--- config.mk ---
export PLATFORM = sky130hd
export DESIGN_NAME = umbm_mover
export DESIGN_NICKNAME = d
export VERILOG_FILES = /design/src/include/umbm_pkg.sv /design/src/core/umbm_mover.sv /design/src/core/umbm_byte_buffer.sv
export SDC_FILE = /design/constraint.sdc
export NUM_CORES = 2
export LEC_CHECK = 0
export ABC_AREA = 1
export ABC_CLOCK_PERIOD_IN_PS = 2900
export BUFFER_PORTS_ARGS = -buffer_cell sky130_fd_sc_hd__buf_2
export CAP_MARGIN = 25
export CORE_MARGIN = 2
export CORE_UTILIZATION = 30
export CTS_CLUSTER_DIAMETER = 100
export CTS_CLUSTER_SIZE = 28
export DETAILED_ROUTE_END_ITERATION = 8
export PLACE_DENSITY_LB_ADDON = 0.25
export SLEW_MARGIN = 20
export SYNTH_ARGS = -nofsm -noshare
export SYNTH_HDL_FRONTEND = slang
export SYNTH_SLANG_ARGS = --single-unit
--- constraint.sdc ---
create_clock -name core_clk -period 2.9 [get_ports core_clk]
set_input_delay 0.87 -clock core_clk [delete_from_list [all_inputs] [get_ports core_clk]]
set_output_delay 0.87 -clock core_clk [all_outputs]
set_load 0.01 [all_outputs]
--- src/include/umbm_pkg.sv ---
// constants and types shared by the unwrapped memory block mover
package umbm_pkg;

  // ******************************************************
  // buffer geometry
  // ******************************************************
  localparam int unsigned BUF_DEPTH = 320;           // auxiliary plus secondary bytes
  localparam int unsigned CNT_W     = 9;             // holds 0 .. BUF_DEPTH
  localparam logic [CNT_W-1:0] BUF_FULL    = 9'h140;  // BUF_DEPTH as a count
  localparam logic [CNT_W-1:0] GROUP_BYTES = 9'h040;  // destination group size
  localparam logic [CNT_W-1:0] CNT_ZERO    = 9'h000;
  localparam logic [CNT_W-1:0] CNT_ONE     = 9'h001;

  // ******************************************************
  // access timing
  // ******************************************************
  localparam int unsigned CLK_MHZ    = 100;          // core_clk rate
  localparam int unsigned ACCESS_US  = 15;           // one byte access
  localparam int unsigned ACCESS_CYC = ACCESS_US * CLK_MHZ;
  localparam int unsigned TMR_W      = 11;
  localparam logic [TMR_W-1:0] TMR_LAST = TMR_W'(ACCESS_CYC - 1);
  localparam logic [TMR_W-1:0] TMR_ZERO = 11'h000;
  localparam logic [TMR_W-1:0] TMR_ONE  = 11'h001;

  // ******************************************************
  // command and status encodings
  // ******************************************************
  localparam int unsigned PARAM_NOWRAP_BIT = 7;      // move parameter: no word wrap
  localparam logic [7:0]  CMD_UNWRAP_BYTE  = 8'h80;  // move byte under option two
  localparam int unsigned STAT_IDLE_BIT    = 7;
  localparam int unsigned STAT_SRC_BIT     = 5;
  localparam int unsigned STAT_DST_BIT     = 4;
  localparam logic [7:0]  BYTE_ZERO        = 8'h00;
  localparam logic [7:0]  FILL_NULL        = 8'h00;
  localparam logic [7:0]  FILL_SPACE       = 8'h20;

  // ******************************************************
  // sequencer states, gray coded along idle-pick-src-dst
  // ******************************************************
  typedef enum logic [1:0] {
    UMBM_IDLE = 2'h0,
    UMBM_PICK = 2'h1,
    UMBM_SRC  = 2'h3,
    UMBM_DST  = 2'h2
  } umbm_state_t;

endpackage

--- src/core/umbm_mover.sv ---
// unwrapped memory block mover: command decode, sequencer, status
`timescale 1ns/1ps
`default_nettype none
module umbm_mover
  import umbm_pkg::*;
(
  // clock and reset
  input  wire logic       core_clk,
  input  wire logic       rst_n,
  // cpu i/o bus commands
  input  wire logic       dev_selected,
  input  wire logic       stop_clear_command,
  input  wire logic       move_parameter_command,
  input  wire logic       move_command,
  input  wire logic       status_read_command,
  input  wire logic [7:0] cmd_data,
  output logic      [7:0] status_byte,
  // factory options
  input  wire logic       opt_space_fill,
  input  wire logic       opt_cmd80,
  output logic      [7:0] fill_byte,
  // source memory channel
  output logic            src_strobe,
  input  wire logic [7:0] src_data,
  input  wire logic       src_term,
  // destination memory channel
  output logic            dst_strobe,
  output logic      [7:0] dst_data,
  input  wire logic       dst_term,
  // interrupt request, level 3
  output logic            irq
);

  // ******************************************************
  // declarations
  // ******************************************************
  umbm_state_t      state_r;       // sequencer state
  umbm_state_t      state_nxt;
  logic [7:0]       move_param_r;  // move parameter byte
  logic             idle_r;        // not busy flag
  logic             src_flag_r;    // source termination status
  logic             dst_flag_r;    // destination termination status
  logic             src_done_r;    // source reads finished
  logic             prefer_dst_r;  // alternation between channels
  logic [CNT_W-1:0] grp_left_r;    // bytes left in current group
  logic [TMR_W-1:0] tmr_r;         // access timer
  logic [7:0]       dst_data_r;    // byte being stored
  logic [7:0]       status_r;      // captured status byte
  logic [7:0]       fill_r;        // fill character for wrap logic
  logic [7:0]       head_data;     // oldest buffered byte
  logic [CNT_W-1:0] buf_count;     // buffered byte count
  logic             stop;          // accepted stop-clear
  logic             start;         // accepted move
  logic             unwrap_req;    // move command asks for unwrapped mode
  logic             acc_done;      // last cycle of an access
  logic             src_ok;        // a source read is allowed
  logic             do_dst;        // a destination store is due
  logic             finish;        // drain after source end is over
  logic             grp_load;      // start a new destination group
  logic             buf_push;
  logic             buf_pop;

  // ******************************************************
  // command decode
  // ******************************************************
  // all commands are gated by device selection
  assign stop = stop_clear_command & dev_selected;

  // unwrapped when the parameter says so, or by the 80 byte under option two
  assign unwrap_req = move_param_r[PARAM_NOWRAP_BIT]
                    | (opt_cmd80 & (cmd_data == CMD_UNWRAP_BYTE));

  // a move while busy is ignored; stop-clear takes priority
  assign start = move_command & dev_selected & unwrap_req & idle_r & !stop;

  // move parameter byte; stop-clear leaves it alone
  always_ff @(posedge core_clk or negedge rst_n) begin
    if (!rst_n) begin
      move_param_r <= BYTE_ZERO;
    end else if (move_parameter_command && dev_selected) begin
      move_param_r <= cmd_data;
    end
  end

  // ******************************************************
  // access timing
  // ******************************************************
  // one access at a time, so command time is access count times 15 us
  assign acc_done = (state_r == UMBM_SRC || state_r == UMBM_DST)
                  && (tmr_r == TMR_LAST);

  // timer runs only inside an access and restarts for each one
  always_ff @(posedge core_clk or negedge rst_n) begin
    if (!rst_n) begin
      tmr_r <= TMR_ZERO;
    end else if (stop || acc_done || state_r == UMBM_IDLE || state_r == UMBM_PICK) begin
      tmr_r <= TMR_ZERO;
    end else begin
      tmr_r <= tmr_r + TMR_ONE;
    end
  end

  // ******************************************************
  // scheduling between the two channels
  // ******************************************************
  // reads stop at source end or when all 320 bytes are held
  assign src_ok = !src_done_r && (buf_count != BUF_FULL);

  // stores alternate with reads inside a group so both run together;
  // a group opening in this pick may store at once, so pick never stalls
  assign do_dst = ((grp_left_r != CNT_ZERO) || grp_load) && (prefer_dst_r || !src_ok);

  // a group opens at 64 bytes, or with the remainder once source ended
  assign grp_load = (state_r == UMBM_PICK) && (grp_left_r == CNT_ZERO)
                  && ((buf_count >= GROUP_BYTES)
                      || (src_done_r && buf_count != CNT_ZERO));

  // cycle is over once the source has ended and nothing is left
  assign finish = src_done_r && (buf_count == CNT_ZERO)
                && (grp_left_r == CNT_ZERO);

  // ******************************************************
  // sequencer
  // ******************************************************
  always_comb begin
    state_nxt = state_r;
    unique case (state_r)
      UMBM_IDLE: begin
        if (start) begin
          state_nxt = UMBM_PICK;
        end
      end
      UMBM_PICK: begin
        if (do_dst) begin
          state_nxt = UMBM_DST;
        end else if (src_ok) begin
          state_nxt = UMBM_SRC;
        end else if (finish) begin
          state_nxt = UMBM_IDLE;
        end
      end
      UMBM_SRC: begin
        if (acc_done) begin
          state_nxt = UMBM_PICK;
        end
      end
      UMBM_DST: begin
        if (acc_done) begin
          // destination end halts every transfer
          state_nxt = dst_term ? UMBM_IDLE : UMBM_PICK;
        end
      end
    endcase
  end

  // state register; stop-clear aborts any access in flight
  always_ff @(posedge core_clk or negedge rst_n) begin
    if (!rst_n) begin
      state_r <= UMBM_IDLE;
    end else if (stop) begin
      state_r <= UMBM_IDLE;
    end else begin
      state_r <= state_nxt;
    end
  end

  // alternation flag: after a read prefer a store and back again
  always_ff @(posedge core_clk or negedge rst_n) begin
    if (!rst_n) begin
      prefer_dst_r <= 1'b0;
    end else if (stop) begin
      prefer_dst_r <= 1'b0;
    end else if (acc_done) begin
      prefer_dst_r <= (state_r == UMBM_SRC);
    end
  end

  // group counter; a halted group keeps its remainder for the resume
  always_ff @(posedge core_clk or negedge rst_n) begin
    if (!rst_n) begin
      grp_left_r <= CNT_ZERO;
    end else if (stop) begin
      grp_left_r <= CNT_ZERO;
    end else if (grp_load) begin
      grp_left_r <= (buf_count >= GROUP_BYTES) ? GROUP_BYTES : buf_count;
    end else if (buf_pop) begin
      grp_left_r <= grp_left_r - CNT_ONE;
    end
  end

  // ******************************************************
  // channel strobes and buffer traffic
  // ******************************************************
  // a strobe marks the end of an access; source address steps on each,
  // including the read that reports termination
  assign src_strobe = acc_done && (state_r == UMBM_SRC);
  assign dst_strobe = acc_done && (state_r == UMBM_DST);

  // every byte kept as read, nulls included; terminating read stores nothing
  assign buf_push = src_strobe && !src_term;
  // a refused store keeps its byte at the head of the buffer
  assign buf_pop  = dst_strobe && !dst_term;

  // source end latch; only stop-clear rearms source reads
  always_ff @(posedge core_clk or negedge rst_n) begin
    if (!rst_n) begin
      src_done_r <= 1'b0;
    end else if (src_strobe && src_term) begin
      src_done_r <= 1'b1;
    end else if (stop) begin
      src_done_r <= 1'b0;
    end
  end

  // outgoing byte is the head, taken unchanged, no margin or fill logic
  always_ff @(posedge core_clk or negedge rst_n) begin
    if (!rst_n) begin
      dst_data_r <= BYTE_ZERO;
    end else if (state_r == UMBM_PICK && do_dst) begin
      dst_data_r <= head_data;
    end
  end

  assign dst_data = dst_data_r;

  // chained auxiliary and secondary store
  umbm_byte_buffer u_buf (
    .core_clk  (core_clk),
    .rst_n     (rst_n),
    .push      (buf_push),
    .push_data (src_data),
    .pop       (buf_pop),
    .head_data (head_data),
    .flush     (stop),
    .count     (buf_count)
  );

  // ******************************************************
  // flags and status
  // ******************************************************
  // idle flag: set on completion, halt or stop, cleared by an accepted move
  always_ff @(posedge core_clk or negedge rst_n) begin
    if (!rst_n) begin
      idle_r <= 1'b1;
    end else if (stop) begin
      idle_r <= 1'b1;
    end else if (state_r == UMBM_PICK && state_nxt == UMBM_IDLE) begin
      idle_r <= 1'b1;
    end else if (dst_strobe && dst_term) begin
      idle_r <= 1'b1;
    end else if (start) begin
      idle_r <= 1'b0;
    end
  end

  // source termination status; set wins over the stop-clear
  always_ff @(posedge core_clk or negedge rst_n) begin
    if (!rst_n) begin
      src_flag_r <= 1'b0;
    end else if (state_r == UMBM_PICK && state_nxt == UMBM_IDLE) begin
      src_flag_r <= 1'b1;
    end else if (stop) begin
      src_flag_r <= 1'b0;
    end
  end

  // destination termination status; a resume clears it
  always_ff @(posedge core_clk or negedge rst_n) begin
    if (!rst_n) begin
      dst_flag_r <= 1'b0;
    end else if (dst_strobe && dst_term) begin
      dst_flag_r <= 1'b1;
    end else if (stop || start) begin
      dst_flag_r <= 1'b0;
    end
  end

  // status byte captured on a read; printer and reserved bits read zero
  always_ff @(posedge core_clk or negedge rst_n) begin
    if (!rst_n) begin
      status_r <= BYTE_ZERO;
    end else if (status_read_command && dev_selected) begin
      status_r                <= BYTE_ZERO;
      status_r[STAT_IDLE_BIT] <= idle_r;
      status_r[STAT_SRC_BIT]  <= src_flag_r;
      status_r[STAT_DST_BIT]  <= dst_flag_r;
    end
  end

  assign status_byte = status_r;

  // interrupt is the idle flag itself, so it is also high out of reset
  assign irq = idle_r;

  // ******************************************************
  // option one fill character
  // ******************************************************
  // only the wrapped mover uses it; the unwrapped path never emits it
  always_ff @(posedge core_clk or negedge rst_n) begin
    if (!rst_n) begin
      fill_r <= FILL_NULL;
    end else begin
      fill_r <= opt_space_fill ? FILL_SPACE : FILL_NULL;
    end
  end

  assign fill_byte = fill_r;

endmodule
`default_nettype wire

--- src/core/umbm_byte_buffer.sv ---
// circular byte store that chains the auxiliary and secondary buffers
`timescale 1ns/1ps
`default_nettype none
module umbm_byte_buffer
  import umbm_pkg::*;
(
  // clock and reset
  input  wire logic             core_clk,
  input  wire logic             rst_n,
  // fill side
  input  wire logic             push,
  input  wire logic [7:0]       push_data,
  // drain side
  input  wire logic             pop,
  output logic      [7:0]       head_data,
  // control and level
  input  wire logic             flush,
  output logic      [CNT_W-1:0] count
);

  // ******************************************************
  // storage and pointers
  // ******************************************************
  logic [7:0]       mem [BUF_DEPTH];  // byte store
  logic [CNT_W-1:0] wr_ptr_r;         // next slot to fill
  logic [CNT_W-1:0] rd_ptr_r;         // oldest byte
  logic [CNT_W-1:0] count_r;          // bytes held

  // pointer step with wrap at the end of the store
  function automatic logic [CNT_W-1:0] ptr_step(input logic [CNT_W-1:0] p);
    ptr_step = (p == BUF_FULL - CNT_ONE) ? CNT_ZERO : p + CNT_ONE;
  endfunction

  // byte store write; no reset so it maps to plain ram
  always_ff @(posedge core_clk) begin
    if (push) begin
      mem[wr_ptr_r] <= push_data;
    end
  end

  // write pointer; flush drops everything held
  always_ff @(posedge core_clk or negedge rst_n) begin
    if (!rst_n) begin
      wr_ptr_r <= CNT_ZERO;
    end else if (flush) begin
      wr_ptr_r <= CNT_ZERO;
    end else if (push) begin
      wr_ptr_r <= ptr_step(wr_ptr_r);
    end
  end

  // read pointer
  always_ff @(posedge core_clk or negedge rst_n) begin
    if (!rst_n) begin
      rd_ptr_r <= CNT_ZERO;
    end else if (flush) begin
      rd_ptr_r <= CNT_ZERO;
    end else if (pop) begin
      rd_ptr_r <= ptr_step(rd_ptr_r);
    end
  end

  // fill level; caller never pushes when full nor pops when empty
  always_ff @(posedge core_clk or negedge rst_n) begin
    if (!rst_n) begin
      count_r <= CNT_ZERO;
    end else if (flush) begin
      count_r <= CNT_ZERO;
    end else if (push && !pop) begin
      count_r <= count_r + CNT_ONE;
    end else if (pop && !push) begin
      count_r <= count_r - CNT_ONE;
    end
  end

  assign head_data = mem[rd_ptr_r];
  assign count     = count_r;

endmodule
`default_nettype wire

==> results.md <==
* Run status: finished, violations left
* Failing checks: setup timing
* Sum of negative setup slack at -143 ps
* Detailed placement HPWL at 212000 um
* Kind of capture point of the worst setup path: primary output
* GRT Util Overall at 17.9%
* Post-layout minimum cycle time at 3010 ps
* Wire length after detailed routing at 342000 um
* Required @ worst endpoint at 2030 ps
* Worst setup timing slack at the placement stage at -429 ps
* Depth of the worst hold-timing path at 1
* Die Height at 606 um
* Max layer used: met4
* Maximum number of pins on one net before global-route repair at 92
* Via count at 74100
* Quantity of I/O buffers inserted on ports at 41
* CP max stage delay at 390 ps
* Crit path kind: flop to primary output
* Initial drt markers at 7822
* Master cell of the clock root buffer: sky130_fd_sc_hd__clkbuf_16
* Row count at 221
* Synthesis-stage register bit count at 2627
* Tightest Pin Transition at 946 ps
* Pwr per Cell Area at 516 nW/um2
* Depth of the critical timing path with buffers and inverters included at 7
* Number of nets in the layout at 10000
* Slowest cell on crit path: sky130_fd_sc_hd__dfrtp_1
* Count of synthesis-stage warnings from yosys at 0
* Area of the die at 368000 um2
* Library cells used by synthesis at 49
* Relative slew slack at 36.8%
* Summed instance area of the synthesized netlist at 109000 um2
* Clock insertion delay at the later pin of the skew report at 920 ps
* Number of antenna violations at the first check in global routing at 9
* CTS H-tree lvls at 3
* Count of antenna-violating nets left after detailed routing at 0
* Leakage at 44.8 nW
* Count of placed standard cells including taps at 14600
* Unrepaired setup endpoints after global routing: yes
* Top FF cell, synth: sky130_fd_sc_hd__edfxtp_1
* Hold Crit Class: input pin to flop
* Setup slack after layout at -107 ps
* List of cells traversed by the critical path: inv_2 -> or2_4 -> nor2_4 -> nand3_4 -> buf_6 -> nor2_4 -> buf_6
* TritonRoute pass-1 iters at 6
* Worst Hold Slack at 96.3 ps
* Horizontal die dimension at 606 um
* Sequential cell area fraction in the yosys report at 72.2%
* Fraction of layout instances using a drive strength above 1 at 13.3%
* Post-detailed-route wirelength per cell at 23.1 um
* Startpoint Class: flop
* Syn Inst Count at 9464
* TritonCTS clock tree: yes
* Leading cell type in the layout, fill and taps excluded: sky130_fd_sc_hd__edfxtp_1
* Number of global-route vias before repair at 72200
* Routed wl met2 at 160000 um
* Post-synthesis area per instance at 11.5 um2
* Via-to-Cell Ratio at 4.99
* Number of primary I/O pins at 54
* Ys async rst share at 2.55%
* Area growth, synth to finish at 16.1%
* Post-detailed-placement cell area at 121000 um2
* Final Hold Vio Count at 0
* Max capacitance violation total at 0
* Routed wl met3 at 21700 um
* Clock Sinks at 2627
* Cell count of the worst reg-to-reg path at 17
* Crit share post-route at 104%
* DRC at 0
* Clock buffers created by TritonCTS at 118
* Final Non-Filler Cells at 14800
* Initial core utilization at 30.1%
* Post-route met1 wirelength at 152000 um
* Largest buffer count on any clock path at 4
* CTS clk-pin slew, worst paths at 100 ps
* Placeable core region at 362000 um2
* Maximum fanout along the worst path at 3
* GRT Residual Overflow at 0
* Wire length of the first global-routing pass at 493000 um
* Count of pins over their slew limit at 0
* Count of buffer and inverter cells on the critical path at 3
* Signal arrival time at the worst endpoint at 2140 ps
* Final std cell area, no fill at 126000 um2
* Clock tree skew after final layout at 46.2 ps
* Max Freq at 333 MHz
* Max rail drop VDD at 451 uV
* Final number of setup-violating endpoints at 3
* Global placer's final weighted congestion at 0.868
* Cell type group with the largest total delay on the critical path: simple AND/OR/NAND/NOR gates
* Most frequent cells in the layout: sky130_fd_sc_hd__edfxtp_1 (2560), sky130_fd_sc_hd__nand2_1 (1978), sky130_fd_sc_hd__nor2_1 (1434), sky130_fd_sc_hd__nand3_1 (1161), sky130_fd_sc_hd__buf_4 (753)
* Number of flops mapped to enable cells by yosys at 2560
## logic make-up (layout without fill, tap and decap cells)
logic type,after synthesis,in the layout,synth area share (%)
adder cells (fa/ha/maj),17,17,0.202
flip-flops,2627,2627,72.2
buffers and inverters,988,1556,4.14
other,1,16,0.00344
AO/OA/AOI/OAI,1083,1083,5.55
multiplexers,2,2,0.0207
XOR/XNOR,9,9,0.0724
AND/OR/NAND/NOR,4737,4737,17.8
## area by class of cell
class | count | area (um2)
clock buffers | 136 | 3070
multi-input cells | 5860 | 26400
diodes | 4 | 10.0
well taps | 4794 | 6000
inverters | 364 | 1430
repair buffers | 1004 | 10300
fillers | 35700 | 235000
repair inverters | 3 | 40.0
flip-flops and latches | 2627 | 78600
clock inverters | 49 | 534
## power breakdown
group | total, mW | internal [mW] | switching [mW]
combinational | 2.87 | 0.859 | 2.01
sequential | 41.9 | 41.7 | 0.175
clock | 20.5 | 8.26 | 12.2
total | 65.2 | 50.8 | 14.4
## per-stage QoR
stage | utilization (%) | power [mW]
2_1_floorplan | - | 43.7
3_3_place_gp | 33.4 | 45.4
3_5_place_dp | 33.4 | 45.4
4_1_cts | 34.6 | 65.6
5_1_grt | 34.9 | 67.1
6_report | 34.9 | 65.2
## final timing paths
path	start	to	slack, ps
worst max register to register	u_buf.rd_ptr_r[0]	dst_data[3]	-20
max in group asynchronous	rst_n	u_buf.wr_ptr_r[1]	1660
worst max-delay path	tmr_r[4]	dst_strobe	-110
min in group asynchronous	rst_n	fill_byte[5]	560
worst min-delay path	opt_space_fill	fill_byte[5]	100
worst min register to register	status_byte[5]	status_byte[5]	500
## flip-flops by register name (all words and copies together), names as in the netlist
signal          count
irq                 1
state_r             2
dst_data            8
prefer_dst_r        1
u_buf.mem        2560
move_param_r        1
u_buf.wr_ptr_r      9
tmr_r              11
status_byte         3
src_done_r          1
u_buf.count         9
src_flag_r          1
fill_byte           1
dst_flag_r          1
u_buf.rd_ptr_r      9
grp_left_r          9
## metal layers
layer  vias up  GRT usage [%]
met1     37300           25.2
li1      33900              -
met3       354           2.11
met2      2500           29.2
met4         0           4.64
met5         -              0
## what timing repair did
item	4_1_cts	5_1_grt
cloned	8	18
buffers inserted	14	18
setup endpoints to repair	35	500
hold endpoints to repair	31	0
hold buffers	1	0
gates resized for setup	76	143
pin swaps	3	27
## cells in the mapped netlist, types with 2 or more instances
cell type / instances / area [um2]
sky130_fd_sc_hd__o211ai_1: 153 / 1150
sky130_fd_sc_hd__nand4_1: 3 / 18.8
sky130_fd_sc_hd__o21ai_0: 682 / 3410
sky130_fd_sc_hd__dfrtp_1: 66 / 1650
sky130_fd_sc_hd__buf_1: 61 / 229
sky130_fd_sc_hd__inv_1: 347 / 1300
sky130_fd_sc_hd__o32ai_1: 2 / 17.5
sky130_fd_sc_hd__nor3_2: 2 / 20.0
sky130_fd_sc_hd__nand2_1: 2009 / 7540
sky130_fd_sc_hd__nor2_1: 1462 / 5490
sky130_fd_sc_hd__xor2_1: 7 / 61.3
sky130_fd_sc_hd__buf_4: 88 / 661
sky130_fd_sc_hd__a22oi_1: 4 / 30.0
sky130_fd_sc_hd__nand2_2: 3 / 18.8
sky130_fd_sc_hd__a31oi_1: 10 / 62.6
sky130_fd_sc_hd__o21bai_1: 2 / 15.0
sky130_fd_sc_hd__nor2_2: 4 / 25.0
sky130_fd_sc_hd__clkinv_1: 13 / 48.8
sky130_fd_sc_hd__a32o_1: 2 / 20.0
sky130_fd_sc_hd__o21ai_1: 41 / 205
sky130_fd_sc_hd__buf_6: 19 / 214
sky130_fd_sc_hd__o22ai_1: 73 / 457
sky130_fd_sc_hd__a21oi_1: 84 / 420
sky130_fd_sc_hd__mux2_2: 2 / 22.5
sky130_fd_sc_hd__edfxtp_1: 2560 / 76900
sky130_fd_sc_hd__nand3_1: 1206 / 6040
sky130_fd_sc_hd__inv_2: 3 / 11.3
sky130_fd_sc_hd__o31ai_1: 2 / 15.0
sky130_fd_sc_hd__clkbuf_1: 205 / 769
sky130_fd_sc_hd__nor3b_1: 4 / 30.0
sky130_fd_sc_hd__ha_1: 16 / 200
sky130_fd_sc_hd__or2_2: 14 / 87.6
sky130_fd_sc_hd__o221ai_1: 22 / 193
sky130_fd_sc_hd__xnor2_1: 2 / 17.5
sky130_fd_sc_hd__nor3_1: 22 / 110
sky130_fd_sc_hd__buf_2: 250 / 1250
sky130_fd_sc_hd__nor4_1: 7 / 43.8
Note: power is estimated with default switching activity, not from simulation.
